--- src/ific_defs.svh ---
// Purpose: Offsets, field positions, reset values and vector figures of the
//          interrupt flag and enable register set.
// Assumes: Included by its bare name from every file that needs it.
// Notes:   Definitions only.
`ifndef IFIC_DEFS_SVH
`define IFIC_DEFS_SVH

// ==========================================================================
// Register addresses in the special-purpose data memory window.
`define IFIC_ADDR_EDGE 8'h00
`define IFIC_ADDR_C0 8'h01
`define IFIC_ADDR_C1 8'h02
`define IFIC_ADDR_C2 8'h03
`define IFIC_ADDR_C3 8'h04

// ==========================================================================
// Reset values of every register.
`define IFIC_RST_EDGE 8'h00
`define IFIC_RST_C0 8'h00
`define IFIC_RST_C1 8'h00
`define IFIC_RST_C2 8'h00
`define IFIC_RST_C3 8'h00

// ==========================================================================
// Field positions.
`define IFIC_EDGE_LO_BIT 0
`define IFIC_EDGE_HI_BIT 1
`define IFIC_C0_GLOBAL_EN_BIT 0
`define IFIC_C0_EXT_EN_BIT 1
`define IFIC_C0_TOUCH_EN_BIT 2
`define IFIC_C0_TB0_EN_BIT 3
`define IFIC_C0_EXT_FLAG_BIT 4
`define IFIC_C0_TOUCH_FLAG_BIT 5
`define IFIC_C0_TB0_FLAG_BIT 6
`define IFIC_C1_CTMP_EN_BIT 0
`define IFIC_C1_CTMA_EN_BIT 1
`define IFIC_C1_PTMP_EN_BIT 2
`define IFIC_C1_PTMA_EN_BIT 3
`define IFIC_C1_CTMP_FLAG_BIT 4
`define IFIC_C1_CTMA_FLAG_BIT 5
`define IFIC_C1_PTMP_FLAG_BIT 6
`define IFIC_C1_PTMA_FLAG_BIT 7
`define IFIC_C2_TB1_EN_BIT 0
`define IFIC_C2_IIC_EN_BIT 1
`define IFIC_C2_EE_EN_BIT 2
`define IFIC_C2_UART_EN_BIT 3
`define IFIC_C2_TB1_FLAG_BIT 4
`define IFIC_C2_IIC_FLAG_BIT 5
`define IFIC_C2_EE_FLAG_BIT 6
`define IFIC_C2_UART_FLAG_BIT 7
`define IFIC_C3_LVD_EN_BIT 0
`define IFIC_C3_LVD_FLAG_BIT 4

// ==========================================================================
// Vector addresses: first vector and spacing between sources.
`define IFIC_VEC_BASE 8'h04
`define IFIC_VEC_STEP 8'h04

`endif

--- src/ific_pkg.sv ---
// Purpose: Types shared by the interrupt flag and enable register set.
// Assumes: Nothing beyond the defines header.
// Notes:   Source indices follow vector priority, index 0 highest.
`default_nettype none

package ific_pkg;

  // ========================================================================
  // Edge selection of the external pin, in field encoding order.
  typedef enum logic [1:0] {
    IFIC_EDGE_OFF,
    IFIC_EDGE_RISE,
    IFIC_EDGE_FALL,
    IFIC_EDGE_BOTH
  } ific_edge_mode_type;

  // ========================================================================
  // Interrupt sources in priority order.
  typedef enum logic [3:0] {
    IFIC_SRC_EXT,
    IFIC_SRC_TOUCH,
    IFIC_SRC_TB0,
    IFIC_SRC_CTMP,
    IFIC_SRC_CTMA,
    IFIC_SRC_PTMP,
    IFIC_SRC_PTMA,
    IFIC_SRC_TB1,
    IFIC_SRC_IIC,
    IFIC_SRC_EE,
    IFIC_SRC_UART,
    IFIC_SRC_LVD
  } ific_src_type;

endpackage : ific_pkg

`default_nettype wire

--- src/ific_edge_if.sv ---
// Purpose: Carries the edge mode to the pin detector and its event back.
// Assumes: Both ends run on the system clock.
// Notes:   The event is a one-cycle pulse.
`timescale 1ns/1ps
`default_nettype none

// ==========================================================================
// Edge mode and pin event bundle.
interface ific_edge_if;
  import ific_pkg::*;
  ific_edge_mode_type mode;
  logic pin_evt;
  modport ctrl (output mode, input pin_evt);
  modport det (input mode, output pin_evt);
endinterface : ific_edge_if

`default_nettype wire

--- src/ific_edge_detect.sv ---
// Purpose: Synchronises the external interrupt pin and detects chosen edges.
// Assumes: The pin is asynchronous to the system clock.
// Notes:   The first synchroniser stage feeds only the second.
`timescale 1ns/1ps
`default_nettype none

module ific_edge_detect
  import ific_pkg::*;
(
  input wire logic i_sys_clk,
  input wire logic i_rst_n,
  input wire logic i_ext_pin,
  ific_edge_if.det edge_bus
);

  logic sync1_reg;
  logic sync1_next;
  logic sync2_reg;
  logic sync2_next;
  logic prev_reg;
  logic prev_next;
  logic rise;
  logic fall;

  // ========================================================================
  // Synchroniser and previous-level register.
  always_comb begin
    sync1_next = i_ext_pin;
    sync2_next = sync1_reg;
    prev_next = sync2_reg;
  end

  always_ff @(posedge i_sys_clk or negedge i_rst_n) begin
    if (!i_rst_n) begin
      sync1_reg <= 1'b0;
      sync2_reg <= 1'b0;
      prev_reg <= 1'b0;
    end else begin
      sync1_reg <= sync1_next;
      sync2_reg <= sync2_next;
      prev_reg <= prev_next;
    end
  end

  // Edge decode per the two-bit mode; zero mode yields no event.
  assign rise = sync2_reg & ~prev_reg;
  assign fall = ~sync2_reg & prev_reg;
  always_comb begin
    case (edge_bus.mode)
      IFIC_EDGE_RISE: edge_bus.pin_evt = rise;
      IFIC_EDGE_FALL: edge_bus.pin_evt = fall;
      IFIC_EDGE_BOTH: edge_bus.pin_evt = rise | fall;
      default: edge_bus.pin_evt = 1'b0;
    endcase
  end
endmodule : ific_edge_detect

`default_nettype wire

--- src/ific_regs.sv ---
// Purpose: Interrupt request flags, enables, global enable and pin edge select.
// Assumes: Core accesses registers as data memory on the system clock.
// Notes:   Peripheral events are same-clock one-cycle pulses.
`timescale 1ns/1ps
`default_nettype none
`include "ific_defs.svh"

module ific_regs
  import ific_pkg::*;
#(
  parameter int NSRC = 12
) (
  input wire logic i_sys_clk,
  input wire logic i_rst_n,
  input wire logic i_ext_pin,
  input wire logic [NSRC-2:0] i_periph_evt,
  input wire logic [7:0] i_addr,
  input wire logic i_wr_en,
  input wire logic [7:0] i_wr_data,
  input wire logic i_rd_en,
  output logic [7:0] o_rd_data,
  input wire logic i_stack_full,
  input wire logic i_irq_accept,
  input wire logic i_reti,
  output logic o_irq_req,
  output logic o_irq_ack,
  output logic [7:0] o_irq_vector,
  output logic o_wake_req
);

  // ========================================================================
  // Per-source placement: register address, flag bit and enable bit.
  localparam logic [7:0] SRC_ADDR [NSRC] = '{
    `IFIC_ADDR_C0, `IFIC_ADDR_C0, `IFIC_ADDR_C0,
    `IFIC_ADDR_C1, `IFIC_ADDR_C1, `IFIC_ADDR_C1, `IFIC_ADDR_C1,
    `IFIC_ADDR_C2, `IFIC_ADDR_C2, `IFIC_ADDR_C2, `IFIC_ADDR_C2,
    `IFIC_ADDR_C3};
  localparam int FLAG_POS [NSRC] = '{
    `IFIC_C0_EXT_FLAG_BIT, `IFIC_C0_TOUCH_FLAG_BIT, `IFIC_C0_TB0_FLAG_BIT,
    `IFIC_C1_CTMP_FLAG_BIT, `IFIC_C1_CTMA_FLAG_BIT,
    `IFIC_C1_PTMP_FLAG_BIT, `IFIC_C1_PTMA_FLAG_BIT,
    `IFIC_C2_TB1_FLAG_BIT, `IFIC_C2_IIC_FLAG_BIT,
    `IFIC_C2_EE_FLAG_BIT, `IFIC_C2_UART_FLAG_BIT,
    `IFIC_C3_LVD_FLAG_BIT};
  localparam int EN_POS [NSRC] = '{
    `IFIC_C0_EXT_EN_BIT, `IFIC_C0_TOUCH_EN_BIT, `IFIC_C0_TB0_EN_BIT,
    `IFIC_C1_CTMP_EN_BIT, `IFIC_C1_CTMA_EN_BIT,
    `IFIC_C1_PTMP_EN_BIT, `IFIC_C1_PTMA_EN_BIT,
    `IFIC_C2_TB1_EN_BIT, `IFIC_C2_IIC_EN_BIT,
    `IFIC_C2_EE_EN_BIT, `IFIC_C2_UART_EN_BIT,
    `IFIC_C3_LVD_EN_BIT};

  // ========================================================================
  // Reset release and state declarations.
  logic rst_meta_reg;
  logic rst_sync_reg;
  logic rst_n_sync;

  logic [NSRC-1:0] flag_reg;
  logic [NSRC-1:0] flag_next;
  logic [NSRC-1:0] en_reg;
  logic [NSRC-1:0] en_next;
  logic global_en_reg;
  logic global_en_next;
  ific_edge_mode_type edge_mode_reg;
  ific_edge_mode_type edge_mode_next;
  logic [7:0] rd_data_reg;
  logic [7:0] rd_data_next;
  logic ack_reg;
  logic ack_next;
  logic [7:0] vector_reg;
  logic [7:0] vector_next;
  logic wake_reg;
  logic wake_next;

  logic [NSRC-1:0] evt;
  logic [NSRC-1:0] pend;
  logic [NSRC-1:0] take_onehot;
  logic [NSRC-1:0] wr_hit;
  logic [7:0] rd_part [NSRC];
  logic [3:0] win_idx;
  logic any_pend;
  logic irq_take;
  logic edge_wr;
  logic c0_wr;

  ific_edge_if edge_bus ();

  // Reset is released through two flops; assertion is still immediate.
  always_ff @(posedge i_sys_clk or negedge i_rst_n) begin
    if (!i_rst_n) begin
      rst_meta_reg <= 1'b0;
      rst_sync_reg <= 1'b0;
    end else begin
      rst_meta_reg <= 1'b1;
      rst_sync_reg <= rst_meta_reg;
    end
  end
  assign rst_n_sync = rst_sync_reg;

  // ========================================================================
  // External pin synchroniser and edge detector.
  ific_edge_detect u_edge (
    .i_sys_clk(i_sys_clk),
    .i_rst_n(rst_n_sync),
    .i_ext_pin(i_ext_pin),
    .edge_bus(edge_bus)
  );
  assign edge_bus.mode = edge_mode_reg;

  // Pin event takes source slot 0; peripherals fill the rest in order.
  assign evt = {i_periph_evt, edge_bus.pin_evt};

  // ========================================================================
  // Per-source write decode and read contribution.
  genvar gi;
  generate
    for (gi = 0; gi < NSRC; gi++) begin : g_src
      assign wr_hit[gi] = i_wr_en && (i_addr == SRC_ADDR[gi]);
      always_comb begin
        rd_part[gi] = 8'h00;
        if (i_addr == SRC_ADDR[gi]) begin
          rd_part[gi][FLAG_POS[gi]] = flag_reg[gi];
          rd_part[gi][EN_POS[gi]] = en_reg[gi];
        end
      end
    end
  endgenerate

  assign edge_wr = i_wr_en && (i_addr == `IFIC_ADDR_EDGE);
  assign c0_wr = i_wr_en && (i_addr == `IFIC_ADDR_C0);

  // ========================================================================
  // Gating and priority: lowest index wins among enabled pending flags.
  assign pend = flag_reg & en_reg;
  assign any_pend = |pend;
  always_comb begin
    win_idx = 4'h0;
    for (int i = NSRC - 1; i >= 0; i--) begin
      if (pend[i]) begin
        win_idx = 4'(i);
      end
    end
  end
  // Request needs global enable and room on the stack.
  assign o_irq_req = global_en_reg && any_pend && !i_stack_full;
  assign irq_take = o_irq_req && i_irq_accept;
  always_comb begin
    take_onehot = '0;
    if (irq_take) begin
      take_onehot[win_idx] = 1'b1;
    end
  end

  // ========================================================================
  // Next state of flags, enables, global enable and edge select.
  // A hardware event beats both a software clear and the service clear.
  always_comb begin
    flag_next = flag_reg;
    en_next = en_reg;
    for (int i = 0; i < NSRC; i++) begin
      if (wr_hit[i]) begin
        flag_next[i] = i_wr_data[FLAG_POS[i]];
        en_next[i] = i_wr_data[EN_POS[i]];
      end else if (take_onehot[i]) begin
        flag_next[i] = 1'b0;
      end
      if (evt[i]) begin
        flag_next[i] = 1'b1;
      end
    end
    // Service entry clears the global enable to prevent nesting.
    global_en_next = global_en_reg;
    if (irq_take) begin
      global_en_next = 1'b0;
    end else if (i_reti) begin
      global_en_next = 1'b1;
    end else if (c0_wr) begin
      global_en_next = i_wr_data[`IFIC_C0_GLOBAL_EN_BIT];
    end
    // Only bits 1 and 0 store; upper written bits are dropped.
    edge_mode_next = edge_mode_reg;
    if (edge_wr) begin
      edge_mode_next = ific_edge_mode_type'(
        {i_wr_data[`IFIC_EDGE_HI_BIT], i_wr_data[`IFIC_EDGE_LO_BIT]});
    end
  end

  // ========================================================================
  // Read data, acknowledge pulse, vector and wake request.
  always_comb begin
    rd_data_next = rd_data_reg;
    if (i_rd_en) begin
      rd_data_next = 8'h00;
      for (int i = 0; i < NSRC; i++) begin
        rd_data_next = rd_data_next | rd_part[i];
      end
      if (i_addr == `IFIC_ADDR_C0) begin
        rd_data_next[`IFIC_C0_GLOBAL_EN_BIT] = global_en_reg;
      end else if (i_addr == `IFIC_ADDR_EDGE) begin
        rd_data_next[`IFIC_EDGE_HI_BIT] = edge_mode_reg[1];
        rd_data_next[`IFIC_EDGE_LO_BIT] = edge_mode_reg[0];
      end
    end
    ack_next = irq_take;
    vector_next = vector_reg;
    if (irq_take) begin
      vector_next = 8'(`IFIC_VEC_BASE + `IFIC_VEC_STEP * {4'h0, win_idx});
    end
    wake_next = |flag_reg;
  end

  // Registers; reset leaves every interrupt off.
  always_ff @(posedge i_sys_clk or negedge rst_n_sync) begin
    if (!rst_n_sync) begin
      flag_reg <= '0;
      en_reg <= '0;
      global_en_reg <= 1'b0;
      edge_mode_reg <= IFIC_EDGE_OFF;
      rd_data_reg <= 8'h00;
      ack_reg <= 1'b0;
      vector_reg <= 8'h00;
      wake_reg <= 1'b0;
    end else begin
      flag_reg <= flag_next;
      en_reg <= en_next;
      global_en_reg <= global_en_next;
      edge_mode_reg <= edge_mode_next;
      rd_data_reg <= rd_data_next;
      ack_reg <= ack_next;
      vector_reg <= vector_next;
      wake_reg <= wake_next;
    end
  end

  assign o_rd_data = rd_data_reg;
  assign o_irq_ack = ack_reg;
  assign o_irq_vector = vector_reg;
  assign o_wake_req = wake_reg;
endmodule : ific_regs

`default_nettype wire

--- config.mk ---
export PLATFORM = sky130hd
export DESIGN_NAME = ific_regs
export DESIGN_NICKNAME = d
export VERILOG_FILES = /design/src/ific_pkg.sv /design/src/ific_edge_if.sv /design/src/ific_edge_detect.sv /design/src/ific_regs.sv
export VERILOG_INCLUDE_DIRS = /design/src /design/src/src
export SDC_FILE = /design/constraint.sdc
export NUM_CORES = 1
export LEC_CHECK = 0
export BUFFER_PORTS_ARGS = -buffer_cell sky130_fd_sc_hd__buf_4
export CAP_MARGIN = 10
export CORE_MARGIN = 2
export CORE_UTILIZATION = 45
export CTS_BUF_LIST = sky130_fd_sc_hd__clkbuf_4
export DETAILED_ROUTE_END_ITERATION = 10
export PLACE_DENSITY = 0.7
export REMOVE_ABC_BUFFERS = 1
export SETUP_SLACK_MARGIN = 0.15
export SLEW_MARGIN = 20
export SYNTH_ARGS = -nofsm -noshare
export SYNTH_HDL_FRONTEND = slang
export SYNTH_SLANG_ARGS = --single-unit
export TNS_END_PERCENT = 50
--- constraint.sdc ---
create_clock -name i_sys_clk -period 1.4 [get_ports i_sys_clk]
set_clock_uncertainty 0.1 [all_clocks]
set_input_delay 0.14 -clock i_sys_clk [delete_from_list [all_inputs] [get_ports i_sys_clk]]
set_output_delay 0.14 -clock i_sys_clk [all_outputs]
set_load 0.02 [all_outputs]
==> reports/metrics.yaml <==
worst_setup_path:
  required_ps: 1560
  crit_fanout: 5
  rr_startpoint: "flag_reg[4]"
  max_stage_delay_ps: 480
  crit_type: "reg -> reg"
  crit_cells: 6
  r2r_end: "flag_reg[5]"
  slowest_stage: "dfrtp_2"
  arrival_ps: 2410
  cpLargestDelayFamily: "compound AO/OA/AOI/OAI gates"
  rrSetupSlack_ps: -840
  startpoint_type: "flop"
  critical_path.endpoint_type: "flop"
  ff2ff_path_depth: 6
  cp_num_buf_inv: 0
  cp_cell_sequence: "a22oi_1, a311oi_2, a221oi_4, ha_4, a21oi_1, a221o_1"
sta:
  maxSlewViolCount: 0
  setup_viol: 26
  hold_viol: 0
  setup_ws_ps: -844.1
  period_share_pct: 160.3
  fmax_mhz: 445.6
  min_period_ps: 2244
  worst_hold_slack_ps: 110.9
  rsz0062_at_grt: "yes"
layout:
  mostFrequentLayoutCells: "114 x buf_4, 61 x nand2_1, 41 x dfrtp_1"
  layout_commonest_cell: "buf_4"
  final_cells: 506
  diodes: 0
  drive_above_1_share_pct: 49.31
  area_growth_pct: 71.54
  num-nets-final: 472
  fillCellCount: 327
flow_run:
  maxCapViolCount: 0
cts:
  insertion_delay_ps: 370
  cts_buffer_depth: 2
  cts_buffers: 5
  clockRootBuffer: "clkbuf_4"
  cts_tree: "built"
  h-tree-depth: 2
  path_clk_slew_ps: 150
  cts.sinks: 47
route:
  drt-initial-drc-count: 299
  dr_total_vias: 2932
  drc_errors: 0
  avgViaCountPerCell: 5.794
  antenna_left: 0
  wl_mm: 10.32
  wl_per_cell_um: 20.40
  first_pass_iters: 5
synth:
  syn_area_per_cell_sq_um: 9.210
  synthCells: 274
  syn-cell-area_sq_um: 2524
  yosys_warnings: 0
  ys_seq_area_share_pct: 46.60
  ys_ff_latch: 47
  yosysUniqueCellTypes: 50
global_routing:
  grt_max_degree: 44
  grt_util_all_layers_pct: 27.26
  antenna_found_initial: 0
  first_global_vias: 2678
  globalRoute.totalOverflow: 0
  grt_first_pass_wirelength_mm: 12.96
place:
  placed_cells: 454
  dp_hpwl_mm: 5.617
  gp_congestion: 0.9421
  place_ws_ps: -707.6
  io_buffers: 50
hold_path:
  min-delay-start: "i_addr[1]"
  hold_depth: 3
  min-delay-path-class: "in -> reg"
  whs_endpoint: "o_rd_data[4]"
power:
  ir_drop_mv: 0.5444
  power.total_w: 0.004089
  power_density_nw_per_um2: 944.5
  p_leak_nw: 2.080
floorplan:
  pin_count: 54
  rows: 27
  die_x_um: 78.89
  die-area_sq_um: 6223
  core_sq_um: 5473
  die_h_um: 78.89
  start_util_pct: 46.11
outcome:
  violations: "negative setup slack"
  outcome: "finished with violations"
## power by group
group	total, W	switching (W)	internal [W]	leakage [nW]
registers	0.00156	0.0000910	0.00146	0.563
clock network	0.00104	0.000461	0.000577	0.0559
logic	0.00150	0.000754	0.000742	1.46
total	0.00409	0.00131	0.00278	2.08
## cell families after synthesis
logic type | after synthesis | synth area share, %
AOI/OAI and AO/OA | 59 | 15.82
muxes | 13 | 5.850
DFF | 47 | 46.60
adders and majority gates | 4 | 1.983
xor gates and xnor gates | 1 | 0.3471
buffers and inverters | 27 | 5.503
other | 2 | 0.2976
and+or+nand+nor | 121 | 23.60
## worst max path at each step
| stage | startpoint | slack [ps] | end |
|---|---|---|---|
| floorplan | flag_reg[10] | -600 | flag_reg[6] |
| global placement | flag_reg[10] | -620 | flag_reg[5] |
| detailed placement | flag_reg[10] | -710 | flag_reg[5] |
| CTS | flag_reg[10] | -660 | flag_reg[5] |
| global route | flag_reg[4] | -890 | flag_reg[5] |
| finish | flag_reg[4] | -840 | flag_reg[5] |
## routing by layer
metal / up-vias / GRT usage, % / routed length, um
met5: - / 0 / 0
met4: 0 / 13.45 / 626
met3: 71 / 6.364 / 856
met2: 213 / 46.32 / 5028
met1: 1387 / 32.47 / 3810
li1: 1261 / - / -
## timing repair
action | in CTS | in global routing
hold endpoints to repair | 40 | 0
pin swaps | 15 | 35
hold buffers | 25 | 0
setup buffers | 4 | 14
gates cloned | 1 | 0
endpoints found under the setup margin | 39 | 43
gates resized for setup | 24 | 73
## synth_stat cells, drive strengths merged
cell type  count  share of area [%]
nand2         75                 11
dfrtp         47                 47
inv           18                2.7
a21oi         17                3.4
o21ai         16                3.2
nand3         13                2.6
nor2          10                2.2
mux2i          8                3.2
a22oi          6                1.8
buf            6                2.0
and2           5                1.3
ha             4                2.0
mux2           4                1.8
clkbuf         3               0.84
nor4           3               0.74
o211ai         3               0.89
o311ai         3                1.0
a221o          2               0.79
a31oi          2               0.50
and3           2               0.55
conb           2               0.30
nand3b         2               0.59
nor2b          2               0.50
nor3           2               0.84
o22ai          2               0.50
or2            2               0.50
a2111oi        1                1.1
a211o          1               0.35
a21o           1               0.30
a221oi         1               0.59
a22o           1               0.35
a311oi         1               0.35
a31o           1               0.35
a41o           1               0.40
mux4           1               0.89
nand4          1               0.25
nand4b         1               0.94
nor3b          1               0.30
or2b           1               0.35
or4            1               0.45
xnor2          1               0.35
## area by class of cell
class | instances | area (sq um) | share of cell area, %
repair buffers | 158 | 1346 | 31.10
well taps | 72 | 90.09 | 2.081
multi-input cells | 203 | 1536 | 35.49
inverters | 18 | 67.56 | 1.561
clock inverters | 2 | 60.06 | 1.387
clock buffers | 6 | 45.04 | 1.040
flip-flops and latches | 47 | 1184 | 27.34
## worst reg2reg max path, stage by stage (launching register included)
cell	delay, ps
dfrtp_2	480
a22oi_1	260
a311oi_2	200
a221oi_4	420
ha_4	240
a21oi_1	100
a221o_1	330
## metrics by stage
stage          cell area [sq um]  util [%]  TNS (ps)
4_1_cts                     3928     71.77     -9978
3_3_place_gp                3452     63.08    -15480
2_1_floorplan               2460         -    -15860
6_report                    4329     79.10    -13410
5_1_grt                     4329     79.10    -14750
3_5_place_dp                3452     63.08    -16610
Power figures use the tool's default switching activity.
